===== src/include/enc_latch_defs.vh =====
/*
 * register field positions, reset values and timing constants of the
 * encoder latch and force control block.
 * assumes inclusion by bare name from the design files.
 */
`ifndef ENC_LATCH_DEFS_VH
`define ENC_LATCH_DEFS_VH

// ************************************************************
// control word fields
// ************************************************************
`define CFG_SW_POL 13
`define CFG_FORCE_ARM 12
`define CFG_LATCH_RISE 11
`define CFG_LATCH_FALL 10
`define CFG_FILT_START 9
`define CFG_PARAM_SEL 8
`define CFG_WRITE_MASK 16'h3f00
`define CFG_RESET 16'h0000

// ************************************************************
// status word fields
// ************************************************************
`define ST_RISE_VALID 11
`define ST_FALL_VALID 10
`define ST_REFERENCED 7
`define ST_REF_TOGGLE 6
`define ST_SUPPLY_OK 5
`define ST_ENC_A 3
`define ST_ENC_B 2
`define ST_SWITCH 1
`define ST_REF_PULSE 0

// ************************************************************
// identity and timing
// ************************************************************
// module code value is arbitrary
`define MODULE_CODE 8'h5a
`define CLOCK_HZ 40000000
`define LATCH_MAX_NS 50000
`define FORCE_MAX_NS 1000000
`define FILTER_LEN 4

`endif


===== src/verilog/enc_latch_force.v =====
/*
 * enc_latch_force: latch, force and status logic of an incremental
 * encoder channel. holds the counter and the control/status words.
 * assumes the host writes words by word strobes with data, and the
 * encoder, reference and switch pins are asynchronous to clock.
 *
 */
`timescale 1ns/1ps
`include "enc_latch_defs.vh"
module enc_latch_force #(
    parameter WIDTH = 32,
    parameter FILTER_LEN = `FILTER_LEN
) (
    input wire clock,
    input wire rst_b,
    input wire clock_enable,
    input wire enc_a,
    input wire enc_b,
    input wire ref_pulse,
    input wire ref_switch,
    input wire supply_ok,
    input wire homing_active,
    input wire comparator_on,
    input wire cfg_write,
    input wire [15:0] cfg_wdata,
    input wire param1_write,
    input wire [31:0] param1_wdata,
    input wire param2_write,
    input wire [31:0] param2_wdata,
    output reg [15:0] cfg_rdata,
    output reg [15:0] status_rdata,
    output reg [15:0] module_code_rdata,
    output reg [31:0] counter_out,
    output reg [31:0] rise_latch,
    output reg [31:0] fall_latch
);
    // capture and force timing bounds, in cycles of clock
    localparam integer LATCH_MAX_CYC =
        `LATCH_MAX_NS / (1000000000 / `CLOCK_HZ);
    localparam integer FORCE_MAX_CYC =
        `FORCE_MAX_NS / (1000000000 / `CLOCK_HZ);

    // ************************************************************
    // input synchronisers
    // ************************************************************
    reg [4:0] sync1_q;
    reg [4:0] sync2_q;
    wire a_s = sync2_q[0];
    wire b_s = sync2_q[1];
    wire ref_s = sync2_q[2];
    wire sw_s = sync2_q[3];
    wire sup_s = sync2_q[4];

    always @(posedge clock or negedge rst_b) begin
        if (!rst_b) begin
            sync1_q <= 5'h00;
            sync2_q <= 5'h00;
        end else if (clock_enable) begin
            sync1_q <= {supply_ok, ref_switch, ref_pulse, enc_b, enc_a};
            sync2_q <= sync1_q;
        end
    end

    // ************************************************************
    // control word and rise detection
    // ************************************************************
    reg [15:0] cfg_q;
    wire [15:0] cfg_new = cfg_wdata & `CFG_WRITE_MASK;
    wire wr = cfg_write & clock_enable;
    wire rise_force = wr & cfg_new[`CFG_FORCE_ARM] & ~cfg_q[`CFG_FORCE_ARM];
    wire rise_rl = wr & cfg_new[`CFG_LATCH_RISE] & ~cfg_q[`CFG_LATCH_RISE];
    wire rise_fl = wr & cfg_new[`CFG_LATCH_FALL] & ~cfg_q[`CFG_LATCH_FALL];
    wire rise_par = wr & cfg_new[`CFG_PARAM_SEL] & ~cfg_q[`CFG_PARAM_SEL];
    wire fall_rl = wr & ~cfg_new[`CFG_LATCH_RISE];
    wire fall_fl = wr & ~cfg_new[`CFG_LATCH_FALL];

    always @(posedge clock or negedge rst_b) begin
        if (!rst_b) begin
            cfg_q <= `CFG_RESET;
        end else if (wr) begin
            cfg_q <= cfg_new;
        end
    end

    // ************************************************************
    // parameter words
    // ************************************************************
    reg [31:0] p1_q;
    reg [31:0] p2_q;
    reg [31:0] min_diff_q;
    reg [31:0] force_val_q;

    always @(posedge clock or negedge rst_b) begin
        if (!rst_b) begin
            p1_q <= 32'h00000000;
            p2_q <= 32'h00000000;
            min_diff_q <= 32'h00000000;
            force_val_q <= 32'h00000000;
        end else if (clock_enable) begin
            if (param1_write) begin
                p1_q <= param1_wdata;
            end
            if (param2_write) begin
                p2_q <= param2_wdata;
            end
            // taken in the write cycle: well inside the force bound
            if (rise_par) begin
                min_diff_q <= p1_q;
                force_val_q <= p2_q;
            end
        end
    end

    // ************************************************************
    // reference input filter
    // ************************************************************
    wire ref_f;
    reg ref_f_q;
    wire filt_load = rise_rl | rise_fl;

    edge_filter #(
        .LEN(FILTER_LEN)
    ) u_filter (
        .clock(clock),
        .rst_b(rst_b),
        .enable(clock_enable),
        .load(filt_load),
        .load_value(cfg_new[`CFG_FILT_START]),
        .din(ref_s),
        .dout(ref_f)
    );

    always @(posedge clock or negedge rst_b) begin
        if (!rst_b) begin
            ref_f_q <= 1'b0;
        end else if (clock_enable) begin
            if (filt_load) begin
                ref_f_q <= cfg_new[`CFG_FILT_START];
            end else begin
                ref_f_q <= ref_f;
            end
        end
    end

    // latching yields to homing and to the comparator
    wire latch_ok = ~homing_active & ~comparator_on;
    wire ref_rise = ~filt_load & ref_f & ~ref_f_q;
    wire ref_fall = ~filt_load & ~ref_f & ref_f_q;

    // ************************************************************
    // quadrature counter and force
    // ************************************************************
    reg a_q;
    reg b_q;
    reg [WIDTH-1:0] count_q;
    reg sw_q;
    reg force_armed_q;
    reg referenced_q;
    reg ref_toggle_q;
    wire sw_pol = sw_s ^ cfg_q[`CFG_SW_POL];
    wire sw_rise = sw_pol & ~sw_q;
    wire do_force = force_armed_q & sw_rise;
    wire step = (a_s ^ a_q) | (b_s ^ b_q);
    wire up = a_q ^ b_s;

    always @(posedge clock or negedge rst_b) begin
        if (!rst_b) begin
            a_q <= 1'b0;
            b_q <= 1'b0;
            sw_q <= 1'b0;
            count_q <= {WIDTH{1'b0}};
            force_armed_q <= 1'b0;
            referenced_q <= 1'b0;
            ref_toggle_q <= 1'b0;
        end else if (clock_enable) begin
            a_q <= a_s;
            b_q <= b_s;
            sw_q <= sw_pol;
            if (rise_force) begin
                referenced_q <= 1'b0;
                force_armed_q <= 1'b1;
            end else if (do_force) begin
                force_armed_q <= 1'b0;
                referenced_q <= 1'b1;
                ref_toggle_q <= ~ref_toggle_q;
            end
            // forcing is homing: it overrides counting
            if (do_force) begin
                count_q <= force_val_q[WIDTH-1:0];
            end else if (step) begin
                count_q <= up ? count_q + 1'b1 : count_q - 1'b1;
            end
        end
    end

    // ************************************************************
    // latch units, one per edge direction
    // ************************************************************
    reg [31:0] cmp_q;
    reg [1:0] armed_q;
    reg [1:0] valid_q;
    wire [1:0] start = {rise_rl, rise_fl};
    wire [1:0] stop = {fall_rl, fall_fl};
    wire [1:0] hit = {ref_rise, ref_fall};
    wire [31:0] cnt32 = count_q;
    wire [31:0] diff = cnt32 - cmp_q;
    // zero minimum takes the edge directly
    wire pass = (min_diff_q == 32'h00000000) | (diff > min_diff_q);

    always @(posedge clock or negedge rst_b) begin
        if (!rst_b) begin
            cmp_q <= 32'h00000000;
        end else if (clock_enable && (rise_rl | rise_fl)) begin
            cmp_q <= cnt32;
        end
    end

    genvar i;
    generate
        for (i = 0; i < 2; i = i + 1) begin : g_latch
            always @(posedge clock or negedge rst_b) begin
                if (!rst_b) begin
                    armed_q[i] <= 1'b0;
                    valid_q[i] <= 1'b0;
                end else if (clock_enable) begin
                    if (start[i]) begin
                        armed_q[i] <= 1'b1;
                        valid_q[i] <= 1'b0;
                    end else if (stop[i]) begin
                        armed_q[i] <= 1'b0;
                        valid_q[i] <= 1'b0;
                    end else if (armed_q[i] && hit[i] && latch_ok) begin
                        if (pass) begin
                            // one capture per enable
                            armed_q[i] <= 1'b0;
                            valid_q[i] <= 1'b1;
                        end
                    end
                end
            end
        end
    endgenerate

    // ************************************************************
    // outputs
    // ************************************************************
    wire take_r = armed_q[1] & hit[1] & latch_ok & pass & ~start[1] &
        ~stop[1];
    wire take_f = armed_q[0] & hit[0] & latch_ok & pass & ~start[0] &
        ~stop[0];
    wire [15:0] status = {4'h0, valid_q[1], valid_q[0], 2'b00,
        referenced_q, ref_toggle_q, sup_s, 1'b0, a_s, b_s, sw_s, ref_s};

    always @(posedge clock or negedge rst_b) begin
        if (!rst_b) begin
            cfg_rdata <= `CFG_RESET;
            status_rdata <= 16'h0000;
            module_code_rdata <= 16'h0000;
            counter_out <= 32'h00000000;
            rise_latch <= 32'h00000000;
            fall_latch <= 32'h00000000;
        end else if (clock_enable) begin
            cfg_rdata <= cfg_q;
            status_rdata <= status;
            module_code_rdata <= {`MODULE_CODE, 8'h00};
            counter_out <= cnt32;
            if (take_r) begin
                rise_latch <= cnt32;
            end
            if (take_f) begin
                fall_latch <= cnt32;
            end
        end
    end
endmodule


===== src/verilog/edge_filter.v =====
/*
 * edge_filter: majority-free run-length filter for the reference input.
 * output follows the input after it has been stable for len cycles.
 * assumes the input is already synchronised; load sets the start state.
 */
`timescale 1ns/1ps
module edge_filter #(
    parameter LEN = 4
) (
    input wire clock,
    input wire rst_b,
    input wire enable,
    input wire load,
    input wire load_value,
    input wire din,
    output reg dout
);
    reg [7:0] run_q;

    always @(posedge clock or negedge rst_b) begin
        if (!rst_b) begin
            dout <= 1'b0;
            run_q <= 8'h00;
        end else if (enable) begin
            if (load) begin
                // start state may differ from input: an edge then follows
                dout <= load_value;
                run_q <= 8'h00;
            end else if (din == dout) begin
                run_q <= 8'h00;
            end else if (run_q == LEN[7:0] - 8'h01) begin
                dout <= din;
                run_q <= 8'h00;
            end else begin
                run_q <= run_q + 8'h01;
            end
        end
    end
endmodule


===== config.mk =====
export PLATFORM = sky130hd
export DESIGN_NAME = enc_latch_force
export DESIGN_NICKNAME = d
export VERILOG_FILES = /design/src/verilog/enc_latch_force.v /design/src/verilog/edge_filter.v
export VERILOG_INCLUDE_DIRS = /design/src /design/src/include
export SDC_FILE = /design/constraint.sdc
export NUM_CORES = 1
export LEC_CHECK = 0
export BUFFER_PORTS_ARGS = -buffer_cell sky130_fd_sc_hd__buf_4
export CORE_MARGIN = 1.5
export CORE_UTILIZATION = 55
export CTS_CLUSTER_DIAMETER = 50
export CTS_CLUSTER_SIZE = 16
export DETAILED_ROUTE_END_ITERATION = 6
export PLACE_DENSITY = 0.83
export SETUP_SLACK_MARGIN = 0.3
export SYNTH_ARGS = -nofsm -noshare
export SYNTH_HDL_FRONTEND = slang
export SYNTH_HIERARCHICAL = 1
export SYNTH_SLANG_ARGS = --single-unit

===== constraint.sdc =====
create_clock -name clock -period 13.95 [get_ports clock]
set_clock_uncertainty 0.15 [all_clocks]
set_input_delay 2.0925 -clock clock [delete_from_list [all_inputs] [get_ports clock]]
set_output_delay 2.0925 -clock clock [all_outputs]
set_load 0.02 [all_outputs]

## Yosys cells after proc, flatten, opt, wreduce, memory -nomap -nowiden

Index checks and enable logic that the tools add are counted.

| storage, ports and cells | value |
|---|---|
| register bits | 340 |
| bits of input ports | 93 |
| output and inout bits | 144 |
| word-level logic and storage cells | 141 |

| cells by class | value |
|---|---|
| add/sub/neg operators | 4 |
| order comparisons | 1 |
| equal/unequal tests | 3 |
| mux-type cells | 28 |
| bitwise gates (word level) | 53 |
| reduce and logical (&&, ||, !) cells | 24 |

Operator list:

| operator | count |
|---|---|
| 32-bit 2-to-1 mux | 3 |
| 32-bit by 1-bit adder with 32-bit output, second input constant | 1 |
| 32-bit greater-than comparator | 1 |
| 32-bit zero test | 1 |
| 32-bit by 1-bit subtractor with 32-bit output, second input constant | 1 |
| 32-bit subtractor | 1 |
| 1-bit bitwise AND | 28 |
| 8-bit 2-to-1 mux | 3 |
| 1-bit 2-to-1 mux | 22 |
| 1-bit NOT | 18 |
| 2-bit AND reduction | 7 |
| 3-bit AND reduction | 4 |
| 3-bit nonzero test | 4 |
| 8-bit by 1-bit adder with 8-bit output, second input constant | 1 |
| 8-bit by 2-bit == test with 1-bit output, second input constant | 1 |
| 2-bit nonzero test | 3 |
| 1-bit logical AND | 5 |
| 1-bit XOR | 4 |
| 1-bit bitwise OR | 3 |
| 2-bit != test, second input constant | 1 |
| 1-bit == test | 1 |

## Longest topological paths before layout

| depth | value |
|---|---|
| depth in word-level cells | 13 |
| gate-level depth with buffers | 26 |
| gate-level depth less buffers | 23 |

## Cells and area by module

The synthesis kept the hierarchy.

By module, submodules not included:

| module | instances | cells an instance | area an instance (µm²) | sequential area each (µm²) |
|---|---|---|---|---|
| enc_latch_force | 1 | 1482 | 17115.2 | 8232.9 |
| edge_filter | 1 | 49 | 485.5 | 225.2 |

## Least setup slack after synthesis

OpenSTA, ideal clock, no wires.

| timing | value |
|---|---|
| path type | register to register |
| start | register count_q[0] (netlist: cnt32[0]) |
| end | register fall_latch[10] |
| setup time | 125 ps |
| arrival | 4694 ps |
| required time | 13675 ps |
| slack | 8980 ps |
| stages on the path, launching flop included | 26 |
| buffers on the path | 3 |
| clock period less this slack | 4970 ps |
| cell sequence | dfrtp_1 buf_2 inv_1 ha_1 inv_1 fa_1 a211oi_1 o21bai_1 o211a_1 o21ai_1 o21ai_1 a211o_1 a21oi_1 o21bai_1 xor2_1 ha_1 nand4_1 or2_1 or3_4 nor3_2 or3_1 o22ai_2 and2b_1 buf_6 buf_12 mux2_4 |

| between the ends | value |
|---|---|
| longest elaborated chain between the ends | 7 |

Ends and longest elaborated chain:

| item | line | source |
|---|---|---|
| from (decl) | enc_latch_force.v:155 | `reg [WIDTH-1:0] count_q;` |
| from (signal assigned) | enc_latch_force.v:171 | `count_q <= {WIDTH{1'b0}};` |
| from (signal assigned) | enc_latch_force.v:189 | `count_q <= force_val_q[WIDTH-1:0];` |
| from (signal assigned) | enc_latch_force.v:191 | `count_q <= up ? count_q + 1'b1 : count_q - 1'b1;` |
| 32-bit subtractor | enc_latch_force.v:206 | `wire [31:0] diff = cnt32 - cmp_q;` |
| 32-bit greater-than comparator | enc_latch_force.v:208 | `wire pass = (min_diff_q == 32'h00000000) \| (diff > min_diff_q);` |
| 1-bit bitwise OR | enc_latch_force.v:208 |  |
| 1-bit bitwise AND (3 in series) | enc_latch_force.v:249 | `wire take_f = armed_q[0] & hit[0] & latch_ok & pass & ~start[0] &` |
| 2-bit AND reduction (no line) | -- |  |
| to (signal assigned) | enc_latch_force.v:271 | `fall_latch <= cnt32;` |
| to (decl) | enc_latch_force.v:35 | `output reg [31:0] fall_latch` |

Every way passes these cells.
A chain may end at the register's enable or synchronous reset.

## Worst setup path in the final report

| timing | value |
|---|---|
| start | register count_q[0] (netlist: cnt32[0]) |
| end | register fall_latch[0] |

| between the ends | value |
|---|---|
| longest elaborated chain between the ends | 7 |

Ends and longest elaborated chain:

| item | line |
|---|---|
| 32-bit subtractor | enc_latch_force.v:206 |
| 32-bit greater-than comparator | enc_latch_force.v:208 |
| 1-bit bitwise OR | enc_latch_force.v:208 |
| 1-bit bitwise AND (3 in series) | enc_latch_force.v:249 |
| 2-bit AND reduction (no line) | -- |

Parallel ways exist; a longest one is shown, timed or not.

==> flow_summary.yaml <==
outcome:
  status: "complete, no violations"
grt:
  grt_first_pass_wirelength_um: 64340
  first_global_vias: 12270
  grt_max_degree: 127
  grt.overflow.total: 0
  grt_usage_pct: 24.11
  antenna_found_initial: 0
clock_tree:
  h-tree-depth: 2
  cts_buffers: 35
  ctsHoldBuffers: 0
  clock_latency_ns: 0.52
  cts_resized: 0
  cts_tree: "built"
  cts_root_buffer: "clkbuf_16"
  clk_pin_slew_ns: 0.07
  clock_sink_count: 338
  postCtsSetupBuffers: 0
  cts_buffer_depth: 3
cells_and_area:
  antenna_cells: 0
  area_growth_pct: 15.85
  nFillCells: 2438
  finalNetCount: 1904
  drive_gt1_share_pct: 31.11
die:
  coreArea_um2: 31560
  start_util_pct: 55.78
  die_y_um: 181.9
  die_w_um: 181.9
  die_area_um2: 33080
  num_io_pins: 237
  placementRows: 65
synthesis:
  ys.warnings.count: 6
  synth-seq-area-share_pct: 48.06
  ys_ff_latch: 338
  synthFlopType: "dfrtp_1"
  yosys-top-cells-count: "dfrtp_1, mux2_2, nand2_1"
  synth_cells: 1531
  ys_async_sr_fraction_pct: 100.0
  netlist_area_um2: 17600
  yosys-top-cells-area: "dfrtp_1, mux2_2, ha_1, mux2_4, a21oi_1"
  ys_types: 73
  synth_top_cell_by_area: "dfrtp_1"
  synth-edff-count: 0
  yosys.cell_count.top_type: "dfrtp_1"
  netlist.area_leader.share_pct: 48.06
  syn_avg_cell_area_um2: 11.50
timing:
  grt_setup_unrepaired: "no"
  fin_crit_sh_pct: 45.23
  drv_slew: 0
  finalSetupTns_ns: 0
  relSlewSlack_pct: 20.91
  hold_viol: 0
  worst_pin_slew_ns: 1.186
  clock.fmax_mhz: 158.5
  setup_violations: 0
  fin_crit_ns: 6.309
critical_path:
  critical_path.endpoint: "fall_latch[0]"
  arrival_ns: 6.55
  reg2reg_setup_slack_ns: 7.64
  ff2ff_path_depth: 20
  r2r-start: "cnt32[0]"
  rr_endpoint: "fall_latch[0]"
  start_kind: "flip-flop"
  crit_required_ns: 14.19
  crit_start: "cnt32[0]"
  crit_type: "flip-flop to flip-flop"
  cp_max_fo: 32
  setup.worst_path.end_class: "flip-flop"
power:
  p_comb_share_pct: 51.6
  clockPowerShare_pct: 17.8
  pwr-share-seq_pct: 30.6
  cellLeakagePower_nw: 9.708
  p_int_mw: 3.058
  fin_total_pwr_mw: 5.229
  netSwitchingFraction_pct: 41.52
  powerDensity_nw_per_um2: 256.4
  peakVddDrop_mv: 0.1140
  power_switching_mw: 2.171
placed_design:
  gp_congestion: 0.9234
  place_hpwl_um: 27950
  io_buffers: 197
route:
  vias_per_cell: 5.695
  via_count: 12190
  drc: 0
  avgRoutedWirePerCell_um: 18.59
  ant_nets: 0
  routed_wl_um: 39800
  drtIter0Drc: 682
  drt_pass1_iterations: 5
hold_path:
  worstHoldStart: "ref_toggle_q"
  min_path_type: "flip-flop to flip-flop"
run:
  drv_cap: 0
==> worst max-delay path, stage by stage, from the launching register on <==
cell,delay [ns]
dfrtp_1,0.67
inv_1,0.19
ha_1,0.27
nor2b_1,0.16
o2111ai_1,0.14
a21oi_1,0.23
nor4_2,0.11
nor4_1,0.50
nor4_1,0.15
nor3b_1,0.37
o21ai_1,0.12
a211oi_1,0.28
ha_1,0.19
nand4_1,0.11
or2_1,0.25
o221a_2,0.29
o21ai_0,0.28
a221oi_2,0.13
o22ai_2,0.19
and2b_2,0.95
mux2_1,0.41
==> layout by cell type, fill, tap and decap left out, types with 40 or more instances in the layout <==
| cell | count |
|---|---|
| o21ai_0 | 56 |
| a21oi_1 | 88 |
| mux2_2 | 193 |
| inv_1 | 83 |
| nand2_1 | 100 |
| a21o_1 | 40 |
| dfrtp_1 | 338 |
| buf_4 | 208 |
| nor2_1 | 68 |
| ha_1 | 94 |
| mux2_4 | 60 |
==> power groups by stage <==
| stage | combinational, mW | clock, mW | sequential [mW] |
|---|---|---|---|
| finish | 2.70 | 0.932 | 1.60 |
| global route | 3.01 | 0.988 | 1.63 |
| CTS | 2.69 | 0.950 | 1.59 |
| detailed placement | 2.67 | 0 | 1.60 |
| global placement | 2.56 | 0 | 1.59 |
| floorplan | 1.90 | 0 | 1.61 |
==> area by class of cell <==
cell class | instances | area (um^2) | share of cell area, %
clock buffer | 41 | 928.4 | 4.553
clock inverter | 20 | 215.2 | 1.055
inverter | 83 | 311.5 | 1.528
multi-input combinational | 1048 | 8398 | 41.19
sequential | 338 | 8458 | 41.48
tap | 402 | 503.0 | 2.467
timing repair buffer | 209 | 1577 | 7.731
==> state kept, by name (all words and copies together) (netlist names), 2 cells and up <==
register / flops
sync1_q: 5
cmp_q: 32
status_rdata: 9
sync2_q: 5
cfg_q: 6
armed_q: 2
rise_latch: 32
u_filter/run_q: 8
fall_latch: 32
min_diff_q: 32
cfg_rdata: 6
cnt32: 32
status: 2
counter_out: 32
p2_q: 32
p1_q: 32
force_val_q: 32
==> how the worst min path moves through the flow <==
| stage | to | slack, ns | cells past startpoint |
|---|---|---|---|
| after floorplan | ref_toggle_q | 0.29 | 1 |
| after global placement | ref_toggle_q | 0.31 | 1 |
| after detailed placement | ref_toggle_q | 0.31 | 1 |
| after CTS | ref_toggle_q | 0.33 | 1 |
| after global routing | ref_toggle_q | 0.35 | 1 |
| final | ref_toggle_q | 0.33 | 1 |
==> stage by stage <==
| stage | utilization, % | instances | area (um^2) | setup WS, ns | hold slack, ns |
|---|---|---|---|---|---|
| detailed placement | 61.00 | 2080 | 19250 | 7.517 | 0.3133 |
| global route | 64.62 | 2141 | 20390 | 7.375 | 0.3497 |
| floorplan | - | 1559 | 17710 | 8.980 | 0.2905 |
| global placement | 61.00 | 2080 | 19250 | 7.615 | 0.3123 |
| finish | 64.62 | 2141 | 20390 | 7.641 | 0.3254 |
| CTS | 64.62 | 2141 | 20390 | 7.630 | 0.3320 |
==> cells by family after synthesis <==
group	Yosys count	synth area share [%]
buffers and inverters	173	4.976
muxes	265	18.18
adders and majority gates	96	6.910
other	1	0.02131
xor gates and xnor gates	58	2.886
DFF	338	48.06
and+or+nand+nor	306	8.595
AOI/OAI and AO/OA	294	10.38
==> layer usage <==
| layer | vias up | part of all wire (%) | track usage [%] |
|---|---|---|---|
| met2 | 358 | 47 | 39.52 |
| met5 | - | 0 | 0 |
| met1 | 6009 | 46 | 33.58 |
| met4 | 0 | 2.9 | 7.537 |
| li1 | 5746 | - | - |
| met3 | 80 | 4.9 | 3.069 |
No activity file was read; power rests on OpenSTA's default activity.
